### config.mk
export PLATFORM = sky130hd
export DESIGN_NAME = sps_scaling_engine
export DESIGN_NICKNAME = d
export VERILOG_FILES = /design/src/pkg/sps_pkg.sv /design/src/hdl/sps_muldiv.sv /design/src/hdl/sps_axil_slave.sv /design/src/hdl/sps_scaling_engine.sv
export VERILOG_INCLUDE_DIRS = /design/src /design/src/pkg
export SDC_FILE = /design/constraint.sdc
export NUM_CORES = 2
export LEC_CHECK = 0
export ABC_AREA = 1
export BUFFER_PORTS_ARGS = -buffer_cell sky130_fd_sc_hd__buf_2
export CAP_MARGIN = 5
export CORE_MARGIN = 8
export CORE_UTILIZATION = 50
export DETAILED_ROUTE_END_ITERATION = 10
export GPL_TIMING_DRIVEN = 1
export HOLD_SLACK_MARGIN = 0.15
export PLACE_DENSITY = 0.7
export REMOVE_ABC_BUFFERS = 1
export SKIP_LAST_GASP = 1
export SYNTH_ARGS = -nofsm -noshare
export SYNTH_HDL_FRONTEND = slang
export SYNTH_HIERARCHICAL = 1
export SYNTH_SLANG_ARGS = --single-unit
### constraint.sdc
create_clock -name ref_clk -period 21.5 [get_ports ref_clk]
set_input_delay 2.15 -clock ref_clk [delete_from_list [all_inputs] [get_ports ref_clk]]
set_output_delay 2.15 -clock ref_clk [all_outputs]
set_load 0.02 [all_outputs]
### src/pkg/sps_consts.svh
/*
 Constants of the shunt power scaling engine: register indices, reset values,
 field positions and arithmetic divisors. Definitions only.
*/
`ifndef SPS_CONSTS_SVH
`define SPS_CONSTS_SVH
// Register indices, byte address is four times the index
`define SPS_IDX_CFG 6'h00
`define SPS_IDX_SHUNT 6'h01
`define SPS_IDX_BUS 6'h02
`define SPS_IDX_POWER 6'h03
`define SPS_IDX_CURRENT 6'h04
`define SPS_IDX_CAL 6'h05
// Reset values
`define SPS_CFG_RESET 16'h399f
`define SPS_CAL_RESET 16'h0000
`define SPS_RES_RESET 16'h0000
// Bus voltage register layout
`define SPS_BUS_SHIFT 3
`define SPS_BUS_CNVR_BIT 1
`define SPS_BUS_OVF_BIT 0
// Modes that keep the conversion-ready flag on a configuration write
`define SPS_MODE_PWRDN 3'h0
`define SPS_MODE_ADCOFF 3'h4
// Scaling
`define SPS_CUR_DIV 4095
`define SPS_PWR_DIV 5000
`define SPS_CUR_MAX 16'h7fff
`define SPS_PWR_MAX 16'hffff
// Bus answers
`define SPS_RESP_OKAY 2'h0
`define SPS_RESP_SLVERR 2'h2
`endif

### src/pkg/sps_pkg.sv
/*
 Types of the shunt power scaling engine.
 Assumes the constants header is compiled alongside.
*/
package sps_pkg;
	typedef struct packed {
		logic swReset;
		logic rsvd;
		logic busRange;
		logic [1:0] shuntGain;
		logic [3:0] busAdc;
		logic [3:0] shuntAdc;
		logic [2:0] mode;
	} sps_cfg_t;
	typedef struct packed {
		logic [7:0] addr;
		logic [31:0] data;
		logic [3:0] strb;
	} sps_wr_t;
	typedef enum {SEQ_IDLE, SEQ_CUR, SEQ_PWR} sps_seq_t;
	typedef enum {MD_IDLE, MD_RUN} sps_md_t;
endpackage

### src/hdl/sps_muldiv.sv
/*
 Iterative multiply then divide by a constant, saturated at a limit.
 Assumes a start restarts any running operation and ce gates all state.
*/
`timescale 1ns/100ps
module sps_muldiv
	import sps_pkg::*;
#(
	parameter int OPW = 16,
	parameter int DIVISOR = 4095,
	parameter logic [OPW-1:0] LIMIT = 16'h7fff
)
(
	input wire logic clk,
	input wire logic rst,
	input wire logic ce,
	input wire logic start,
	input wire logic [OPW-1:0] opA,
	input wire logic [OPW-1:0] opB,
	output logic done,
	output logic ovf,
	output logic [OPW-1:0] result
);
	localparam int PW = 2*OPW;
	localparam int RW = OPW+2;
	sps_md_t state_ff, nxt_state;
	logic [PW-1:0] dvd_ff, nxt_dvd, quo_ff, nxt_quo, chkProd_ff, expQ;
	logic [RW-1:0] rem_ff, nxt_rem, remSh;
	logic [$clog2(PW)-1:0] cnt_ff, nxt_cnt;
	logic neg_ff, nxt_neg, done_ff, nxt_done, ovf_ff, nxt_ovf, chkNeg_ff;
	logic [OPW-1:0] res_ff, nxt_res, magA, magQ, expMag;
	assign magA = opA[OPW-1] ? OPW'(-opA) : opA;
	assign remSh = {rem_ff[RW-2:0], dvd_ff[PW-1]};
	assign magQ = (nxt_quo > PW'(LIMIT)) ? LIMIT : nxt_quo[OPW-1:0];
	always_comb
	begin
		nxt_state = state_ff;
		nxt_dvd = dvd_ff;
		nxt_rem = rem_ff;
		nxt_quo = quo_ff;
		nxt_cnt = cnt_ff;
		nxt_neg = neg_ff;
		nxt_done = 1'b0;
		nxt_ovf = ovf_ff;
		nxt_res = res_ff;
		if (start)
		begin
			nxt_dvd = PW'(magA) * PW'(opB);
			nxt_rem = '0;
			nxt_quo = '0;
			nxt_cnt = '0;
			nxt_neg = opA[OPW-1];
			nxt_state = MD_RUN;
		end
		else if (state_ff == MD_RUN)
		begin
			nxt_dvd = {dvd_ff[PW-2:0], 1'b0};
			nxt_rem = (remSh >= RW'(DIVISOR)) ? remSh - RW'(DIVISOR) : remSh;
			nxt_quo = {quo_ff[PW-2:0], remSh >= RW'(DIVISOR)};
			nxt_cnt = cnt_ff + 1'b1;
			if (cnt_ff == ($clog2(PW))'(PW-1))
			begin
				nxt_state = MD_IDLE;
				nxt_done = 1'b1;
				nxt_ovf = nxt_quo > PW'(LIMIT);
				nxt_res = neg_ff ? OPW'(-magQ) : magQ;
			end
		end
	end
	always_ff @(posedge clk)
	begin
		if (rst)
		begin
			state_ff <= MD_IDLE;
			dvd_ff <= '0;
			rem_ff <= '0;
			quo_ff <= '0;
			cnt_ff <= '0;
			neg_ff <= 1'b0;
			done_ff <= 1'b0;
			ovf_ff <= 1'b0;
			res_ff <= '0;
		end
		else if (ce)
		begin
			state_ff <= nxt_state;
			dvd_ff <= nxt_dvd;
			rem_ff <= nxt_rem;
			quo_ff <= nxt_quo;
			cnt_ff <= nxt_cnt;
			neg_ff <= nxt_neg;
			done_ff <= nxt_done;
			ovf_ff <= nxt_ovf;
			res_ff <= nxt_res;
		end
	end
	assign done = done_ff;
	assign ovf = ovf_ff;
	assign result = res_ff;
	////////////////////////////////////////////////////////////////////////////////
	// Reference product for checking
	always_ff @(posedge clk)
	begin
		if (ce && start)
		begin
			chkProd_ff <= PW'(magA) * PW'(opB);
			chkNeg_ff <= opA[OPW-1];
		end
	end
	assign expQ = chkProd_ff / PW'(DIVISOR);
	assign expMag = (expQ > PW'(LIMIT)) ? LIMIT : expQ[OPW-1:0];
endmodule

### src/hdl/sps_axil_slave.sv
/*
 AXI4-Lite slave front end: takes write address and data in either order,
 one write and one read at a time. Assumes the register file decodes in the
 same cycle as the fire strobes.
*/
`timescale 1ns/100ps
module sps_axil_slave
	import sps_pkg::*;
(
	input wire logic clk,
	input wire logic rst,
	input wire logic ce,
	input wire logic [7:0] awaddr,
	input wire logic awvalid,
	output logic awready,
	input wire logic [31:0] wdata,
	input wire logic [3:0] wstrb,
	input wire logic wvalid,
	output logic wready,
	output logic [1:0] bresp,
	output logic bvalid,
	input wire logic bready,
	input wire logic arvalid,
	output logic arready,
	output logic [31:0] rdata,
	output logic [1:0] rresp,
	output logic rvalid,
	input wire logic rready,
	output logic wrFire,
	output sps_wr_t wrReq,
	input wire logic wrErr,
	output logic rdFire,
	input wire logic [31:0] rdData,
	input wire logic rdErr
);
	`include "sps_consts.svh"
	sps_wr_t wr_ff, nxt_wr;
	logic awHeld_ff, nxt_awHeld, wHeld_ff, nxt_wHeld, awready_ff, nxt_awready;
	logic wready_ff, nxt_wready, bvalid_ff, nxt_bvalid, arready_ff, nxt_arready;
	logic rvalid_ff, nxt_rvalid, awTake, wTake;
	logic [1:0] bresp_ff, nxt_bresp, rresp_ff, nxt_rresp;
	logic [31:0] rdata_ff, nxt_rdata;
	assign awTake = awvalid && awready_ff;
	assign wTake = wvalid && wready_ff;
	assign rdFire = arvalid && arready_ff;
	assign wrReq = nxt_wr;
	always_comb
	begin
		nxt_wr = wr_ff;
		if (awTake) nxt_wr.addr = awaddr;
		if (wTake) nxt_wr.data = wdata;
		if (wTake) nxt_wr.strb = wstrb;
		nxt_awHeld = awHeld_ff || awTake;
		nxt_wHeld = wHeld_ff || wTake;
		wrFire = nxt_awHeld && nxt_wHeld;
		nxt_bvalid = bvalid_ff && !bready;
		nxt_bresp = bresp_ff;
		if (wrFire)
		begin
			nxt_awHeld = 1'b0;
			nxt_wHeld = 1'b0;
			nxt_bvalid = 1'b1;
			nxt_bresp = wrErr ? `SPS_RESP_SLVERR : `SPS_RESP_OKAY;
		end
		nxt_awready = !nxt_awHeld && !nxt_bvalid;
		nxt_wready = !nxt_wHeld && !nxt_bvalid;
		nxt_rvalid = rvalid_ff && !rready;
		nxt_rdata = rdata_ff;
		nxt_rresp = rresp_ff;
		if (rdFire)
		begin
			nxt_rvalid = 1'b1;
			nxt_rdata = rdData;
			nxt_rresp = rdErr ? `SPS_RESP_SLVERR : `SPS_RESP_OKAY;
		end
		nxt_arready = !nxt_rvalid;
	end
	always_ff @(posedge clk)
	begin
		if (rst)
		begin
			wr_ff <= '0;
			{awHeld_ff, wHeld_ff, awready_ff, wready_ff, bvalid_ff} <= 5'h00;
			{arready_ff, rvalid_ff, bresp_ff, rresp_ff} <= 6'h00;
			rdata_ff <= 32'h0000_0000;
		end
		else if (ce)
		begin
			wr_ff <= nxt_wr;
			{awHeld_ff, wHeld_ff, awready_ff, wready_ff} <= {nxt_awHeld, nxt_wHeld, nxt_awready, nxt_wready};
			{bvalid_ff, arready_ff, rvalid_ff} <= {nxt_bvalid, nxt_arready, nxt_rvalid};
			{bresp_ff, rresp_ff, rdata_ff} <= {nxt_bresp, nxt_rresp, nxt_rdata};
		end
	end
	assign {awready, wready, bvalid, bresp} = {awready_ff, wready_ff, bvalid_ff, bresp_ff};
	assign {arready, rvalid, rresp, rdata} = {arready_ff, rvalid_ff, rresp_ff, rdata_ff};
endmodule

### src/hdl/sps_scaling_engine.sv
/*
 Shunt power scaling engine: configuration and calibration registers,
 raw shunt and bus results, current and power scaling, AXI4-Lite access.
 Assumes the converter delivers a signed shunt word and a 13-bit bus word
 with a one-cycle strobe, synchronous to ref_clk.
*/
//
// Contract
// RULE1 - After reset the configuration selects continuous 12-bit conversion, divide-by-eight gain and the 32V range.
// RULE2 - Current and power are computed only with a nonzero calibration word, and read zero otherwise.
// RULE3 - Every register returns to its default at reset or software reset, so the host must rewrite its settings.
// RULE4 - The host derives the calibration word as the truncated 0.04096 over current step times shunt resistance.
// RULE5 - The bus result step is fixed at 4mV, so the power step is twenty times the current step.
// RULE6 - The current result is signed with a largest magnitude of 32767 counts.
// RULE7 - The host may refine calibration by scaling it with measured over reported current.
// RULE8 - Current is the raw shunt result times calibration, divided by 4095.
// RULE9 - Power is the current times the right-aligned bus result, divided by 5000.
// RULE10 - The bus result sits left-justified, its lowest measurement bit three places above bit zero.
`timescale 1ns/100ps
module sps_scaling_engine
	import sps_pkg::*;
(
	input wire logic ref_clk,
	input wire logic rst,
	input wire logic clkEn,
	input wire logic [7:0] awaddr,
	input wire logic awvalid,
	output logic awready,
	input wire logic [31:0] wdata,
	input wire logic [3:0] wstrb,
	input wire logic wvalid,
	output logic wready,
	output logic [1:0] bresp,
	output logic bvalid,
	input wire logic bready,
	input wire logic [7:0] araddr,
	input wire logic arvalid,
	output logic arready,
	output logic [31:0] rdata,
	output logic [1:0] rresp,
	output logic rvalid,
	input wire logic rready,
	input wire logic convStrobe,
	input wire logic [15:0] shuntRaw,
	input wire logic [12:0] busRaw,
	output sps_cfg_t cfgOut,
	output logic calValid,
	output logic convReady
);
	`include "sps_consts.svh"
	sps_wr_t wrReq;
	sps_cfg_t cfg_ff, nxt_cfg, cfgMerged;
	sps_seq_t seq_ff, nxt_seq;
	logic wrFire, wrErr, rdFire, rdErr;
	logic [5:0] wrIdx, rdIdx;
	logic [31:0] rdData;
	logic [15:0] cal_ff, nxt_cal, shunt_ff, nxt_shunt, bus_ff, nxt_bus;
	logic [15:0] cur_ff, nxt_cur, pwr_ff, nxt_pwr;
	logic calValid_ff, nxt_calValid;
	logic swReset, cfgWrite, calWrite, cnvrClear;
	logic curStart, pwrStart, curDone, curOvf, pwrDone, pwrOvf;
	logic [15:0] curRes, pwrRes, curMag, pwrOpB;

	////////////////////////////////////////////////////////////////////////////////
	// Bus front end
	sps_axil_slave u_slave (
		.clk(ref_clk),
		.rst(rst),
		.ce(clkEn),
		.awaddr(awaddr),
		.awvalid(awvalid),
		.awready(awready),
		.wdata(wdata),
		.wstrb(wstrb),
		.wvalid(wvalid),
		.wready(wready),
		.bresp(bresp),
		.bvalid(bvalid),
		.bready(bready),
		.arvalid(arvalid),
		.arready(arready),
		.rdata(rdata),
		.rresp(rresp),
		.rvalid(rvalid),
		.rready(rready),
		.wrFire(wrFire),
		.wrReq(wrReq),
		.wrErr(wrErr),
		.rdFire(rdFire),
		.rdData(rdData),
		.rdErr(rdErr)
	);
	assign wrIdx = wrReq.addr[7:2];
	assign rdIdx = araddr[7:2];
	assign wrErr = wrIdx > `SPS_IDX_CAL;
	assign rdErr = rdIdx > `SPS_IDX_CAL;
	assign cfgWrite = wrFire && wrIdx == `SPS_IDX_CFG;
	assign calWrite = wrFire && wrIdx == `SPS_IDX_CAL;
	always_comb
	begin
		cfgMerged = cfg_ff;
		if (wrReq.strb[0]) cfgMerged[7:0] = wrReq.data[7:0];
		if (wrReq.strb[1]) cfgMerged[15:8] = wrReq.data[15:8];
		cfgMerged.rsvd = 1'b0;
	end
	assign swReset = cfgWrite && cfgMerged.swReset;
	assign cnvrClear = (cfgWrite && cfgMerged.mode != `SPS_MODE_PWRDN
		&& cfgMerged.mode != `SPS_MODE_ADCOFF) || (rdFire && rdIdx == `SPS_IDX_BUS);
	always_comb
	begin
		case (rdIdx)
			`SPS_IDX_CFG: rdData = {16'h0000, cfg_ff};
			`SPS_IDX_SHUNT: rdData = {16'h0000, shunt_ff};
			`SPS_IDX_BUS: rdData = {16'h0000, bus_ff};
			`SPS_IDX_POWER: rdData = {16'h0000, pwr_ff};
			`SPS_IDX_CURRENT: rdData = {16'h0000, cur_ff};
			`SPS_IDX_CAL: rdData = {16'h0000, cal_ff};
			default: rdData = 32'h0000_0000;
		endcase
	end

	////////////////////////////////////////////////////////////////////////////////
	// Configuration and calibration
	always_comb
	begin
		nxt_cfg = cfg_ff;
		nxt_cal = cal_ff;
		if (swReset)
		begin
			nxt_cfg = `SPS_CFG_RESET; // RULE3
			nxt_cal = `SPS_CAL_RESET; // RULE3
		end
		else
		begin
			if (cfgWrite) nxt_cfg = cfgMerged;
			if (calWrite && wrReq.strb[0]) nxt_cal[7:0] = wrReq.data[7:0];
			if (calWrite && wrReq.strb[1]) nxt_cal[15:8] = wrReq.data[15:8];
		end
		nxt_calValid = nxt_cal != 16'h0000;
	end
	always_ff @(posedge ref_clk)
	begin
		if (rst)
		begin
			cfg_ff <= `SPS_CFG_RESET; // RULE1
			cal_ff <= `SPS_CAL_RESET;
			calValid_ff <= 1'b0;
		end
		else if (clkEn)
		begin
			cfg_ff <= nxt_cfg;
			cal_ff <= nxt_cal;
			calValid_ff <= nxt_calValid;
		end
	end

	////////////////////////////////////////////////////////////////////////////////
	// Scaling units
	assign curMag = curRes[15] ? 16'(-curRes) : curRes;
	assign pwrOpB = 16'(bus_ff >> `SPS_BUS_SHIFT);
	sps_muldiv #(.OPW(16), .DIVISOR(`SPS_CUR_DIV), .LIMIT(`SPS_CUR_MAX)) u_cur ( // RULE8
		.clk(ref_clk),
		.rst(rst),
		.ce(clkEn),
		.start(curStart),
		.opA(shuntRaw),
		.opB(cal_ff),
		.done(curDone),
		.ovf(curOvf),
		.result(curRes)
	);
	sps_muldiv #(.OPW(16), .DIVISOR(`SPS_PWR_DIV), .LIMIT(`SPS_PWR_MAX)) u_pwr ( // RULE9
		.clk(ref_clk),
		.rst(rst),
		.ce(clkEn),
		.start(pwrStart),
		.opA(curMag),
		.opB(pwrOpB),
		.done(pwrDone),
		.ovf(pwrOvf),
		.result(pwrRes)
	);

	////////////////////////////////////////////////////////////////////////////////
	// Result sequencing
	always_comb
	begin
		nxt_seq = seq_ff;
		nxt_shunt = shunt_ff;
		nxt_bus = bus_ff;
		nxt_cur = cur_ff;
		nxt_pwr = pwr_ff;
		curStart = 1'b0;
		pwrStart = 1'b0;
		if (convStrobe)
		begin
			nxt_shunt = shuntRaw;
			nxt_bus[15:`SPS_BUS_SHIFT] = busRaw; // RULE10
		end
		if (cnvrClear) nxt_bus[`SPS_BUS_CNVR_BIT] = 1'b0;
		unique case (seq_ff)
			SEQ_IDLE:
			if (convStrobe)
			begin
				if (cal_ff == `SPS_CAL_RESET)
				begin
					nxt_cur = `SPS_RES_RESET; // RULE2
					nxt_pwr = `SPS_RES_RESET; // RULE2
					nxt_bus[`SPS_BUS_OVF_BIT] = 1'b0;
					nxt_bus[`SPS_BUS_CNVR_BIT] = 1'b1;
				end
				else
				begin
					curStart = 1'b1;
					nxt_seq = SEQ_CUR;
				end
			end
			SEQ_CUR:
			if (curDone)
			begin
				nxt_cur = curRes; // RULE6
				nxt_bus[`SPS_BUS_OVF_BIT] = curOvf;
				pwrStart = 1'b1;
				nxt_seq = SEQ_PWR;
			end
			SEQ_PWR:
			if (pwrDone)
			begin
				nxt_pwr = pwrRes; // RULE5
				nxt_bus[`SPS_BUS_OVF_BIT] = bus_ff[`SPS_BUS_OVF_BIT] || pwrOvf;
				nxt_bus[`SPS_BUS_CNVR_BIT] = 1'b1;
				nxt_seq = SEQ_IDLE;
			end
		endcase
		if (swReset)
		begin
			nxt_seq = SEQ_IDLE; // RULE3
			nxt_shunt = `SPS_RES_RESET;
			nxt_bus = `SPS_RES_RESET;
			nxt_cur = `SPS_RES_RESET;
			nxt_pwr = `SPS_RES_RESET;
			curStart = 1'b0;
			pwrStart = 1'b0;
		end
	end
	always_ff @(posedge ref_clk)
	begin
		if (rst)
		begin
			seq_ff <= SEQ_IDLE;
			shunt_ff <= `SPS_RES_RESET;
			bus_ff <= `SPS_RES_RESET;
			cur_ff <= `SPS_RES_RESET;
			pwr_ff <= `SPS_RES_RESET;
		end
		else if (clkEn)
		begin
			seq_ff <= nxt_seq;
			shunt_ff <= nxt_shunt;
			bus_ff <= nxt_bus;
			cur_ff <= nxt_cur;
			pwr_ff <= nxt_pwr;
		end
	end
	assign cfgOut = cfg_ff;
	assign calValid = calValid_ff;
	assign convReady = bus_ff[`SPS_BUS_CNVR_BIT];
endmodule

==> impl_metrics.json <==
{
  "fmax_mhz": 109.8,
  "core_area_sq_mm": 0.07259,
  "tightest_slew_ns": 1.277,
  "swShare_pct": 37.04,
  "p_comb_share_pct": 31.5,
  "pwr-share-clk_pct": 35.0,
  "internal_power_mw": 1.404,
  "cts.hold.buffers_added": 0,
  "cts-root-buf": "clkbuf_16",
  "crit_required_ns": 21.95,
  "rsz0062_at_grt": "false",
  "num_io_pins": 149,
  "powerDensity_mw_per_mm2": 57.13,
  "layout.nets": 5790,
  "worstPathArrival_ns": 9.56,
  "fin_skew_ns": 0.04577,
  "num_rows": 99,
  "finalCriticalPeriod_ns": 9.107,
  "grt_max_degree": 87,
  "start_kind": "primary input",
  "clkLatencyLatePin_ns": 0.61,
  "syn_area_sq_mm": 0.03646,
  "p_sw_uw": 826.2,
  "criticalPathCategory": "in -> reg",
  "hp-class": "reg -> reg",
  "power.leakage_nw": 18.65,
  "syn_area_per_cell_sq_um": 7.168,
  "worstSetupEndpointType": "flop",
  "cpMaxStageDelayCell": "fa_1",
  "fin_tns_setup_ns": 0,
  "maxCapViolations": 0,
  "hold_slack_ns": 0.4530,
  "ctsHtreeMaxLevel": 2,
  "ir_drop_uv": 63.22,
  "ys_warn_count": 6,
  "dp_hpwl_mm": 78.76,
  "clk_pin_slew_ns": 0.06,
  "drive_gt1_share_pct": 6.557,
  "antenna_found_initial": 2,
  "cts_inserted_buffers": 45,
  "final.period_utilization_pct": 42.36,
  "track_usage_pct": 24.50,
  "p_seq_share_pct": 33.5,
  "drt-initial-drc-count": 2968,
  "status": "finished clean",
  "vias": 32910,
  "max_slew_margin_pct": 14.85,
  "die_x_microns": 286.0,
  "cp_max_fo": 19,
  "synthCells": 5086,
  "overflow": 0,
  "finalPower_mw": 2.231,
  "slowest_delay_ns": 0.57,
  "grt_pass1_wl_mm": 165.4,
  "chipHeight_microns": 286.0,
  "drc_errors": 0,
  "cts_setup_buffers": 0,
  "gp_congestion": 0.9782,
  "slew_viol_final": 0,
  "grt_pass1_vias": 31440,
  "wl_per_cell_microns": 16.70,
  "die_area_sq_mm": 0.08181,
  "initial_core_util_pct": 50.22,
  "io_buffer_count": 123,
  "ant_nets": 0,
  "cts_sinks": 374,
  "hold_viol": 0,
  "cts_resized": 0,
  "cts_tree": "done",
  "clockBufferDepth": 3,
  "wl_mm": 101.6,
  "setup_viol": 0,
  "dr.pass1.iters": 6,
  "viasPerCell": 5.408,
  "syn_to_final_growth_pct": 7.111
}
[area by class of cell]
class	instances	area [sq um]
inverter	874	3283
fill	7108	33540
tap	959	1200
clock buffer	59	1259
clock inverter	22	266.5
sequential	374	7487
timing repair buffer	147	808.3
antenna	2	5.005
multi-input combinational	3648	24740
[layout by cell type, fill, tap and decap left out, types with 16 or more instances in the layout]
| cell | n |
|---|---|
| a21oi_1 | 422 |
| conb_1 | 39 |
| o21ai_0 | 163 |
| inv_1 | 846 |
| xor2_1 | 34 |
| o211ai_1 | 16 |
| a22oi_1 | 81 |
| nand4_1 | 47 |
| ha_1 | 222 |
| dfxtp_1 | 374 |
| clkbuf_16 | 45 |
| xnor2_1 | 20 |
| or2_2 | 22 |
| nor2_1 | 538 |
| nor3_1 | 29 |
| fa_1 | 388 |
| nand2_1 | 1126 |
| inv_2 | 16 |
| nand3_1 | 292 |
| a31oi_1 | 16 |
| buf_4 | 25 |
| buf_2 | 121 |
| o21ai_1 | 37 |
[state kept, by name (all words and copies together) (netlist names), 15 cells and up]
signal         count
u_pwr/quo_ff      32
cur_ff            16
cal_ff            16
pwr_ff            16
u_cur/dvd_ff      32
u_slave/wr_ff     24
u_pwr/rem_ff      17
u_cur/quo_ff      32
bus_ff            15
u_cur/rem_ff      17
shunt_ff          16
cfgOut            15
u_pwr/result      16
u_pwr/dvd_ff      32
u_cur/result      16
u_slave/rdata     32
[critical path: cells and delay by family]
| kind | cells | cell delay, ns |
|---|---|---|
| adder cells (fa/ha/maj) | 8 | 3.54 |
| buffers and inverters | 8 | 1.33 |
| AND/OR/NAND/NOR | 11 | 1.78 |
| AO/OA/AOI/OAI | 4 | 0.76 |
[power by group through the flow]
| stage | clock network (mW) | registers, mW | logic [mW] |
|---|---|---|---|
| 2_1_floorplan | 0 | 0.754 | 0.483 |
| 3_3_place_gp | 0 | 0.761 | 0.685 |
| 3_5_place_dp | 0 | 0.762 | 0.687 |
| 4_1_cts | 0.795 | 0.747 | 0.696 |
| 5_1_grt | 0.823 | 0.751 | 0.804 |
| 6_report | 0.781 | 0.748 | 0.702 |
[path summary, 6_finish.rpt]
check | endpoint | start | slack (ns) | cells past startpoint
max | u_cur/dvd_ff[26] | shuntRaw[0] | 12.39 | 31
min | u_pwr/result[14] | u_pwr/result[14] | 0.45 | 2
max reg2reg | u_pwr/dvd_ff[21] | u_cur/result[0] | 13.13 | 33
min reg2reg | u_pwr/result[14] | u_pwr/result[14] | 0.45 | 2
[through the flow]
stage / setup WS (ns) / util, % / instances / instance area, sq um
after detailed placement: 11.93 / 51.69 / 6002 / 37520
after floorplan: 13.31 / - / 4896 / 35500
after global routing: 12.03 / 53.79 / 6084 / 39050
after global placement: 11.90 / 51.69 / 6002 / 37520
after CTS: 12.54 / 53.79 / 6083 / 39040
final: 12.39 / 53.80 / 6085 / 39050
[metal layers]
metal | up-vias | track usage [%] | share of wire (%)
met2 | 1321 | 36.32 | 42
met5 | - | 0 | 0
li1 | 15910 | - | -
met4 | 0 | 6.750 | 2.7
met3 | 164 | 6.125 | 11
met1 | 15510 | 35.25 | 45
No activity file was read; power rests on OpenSTA's default activity.
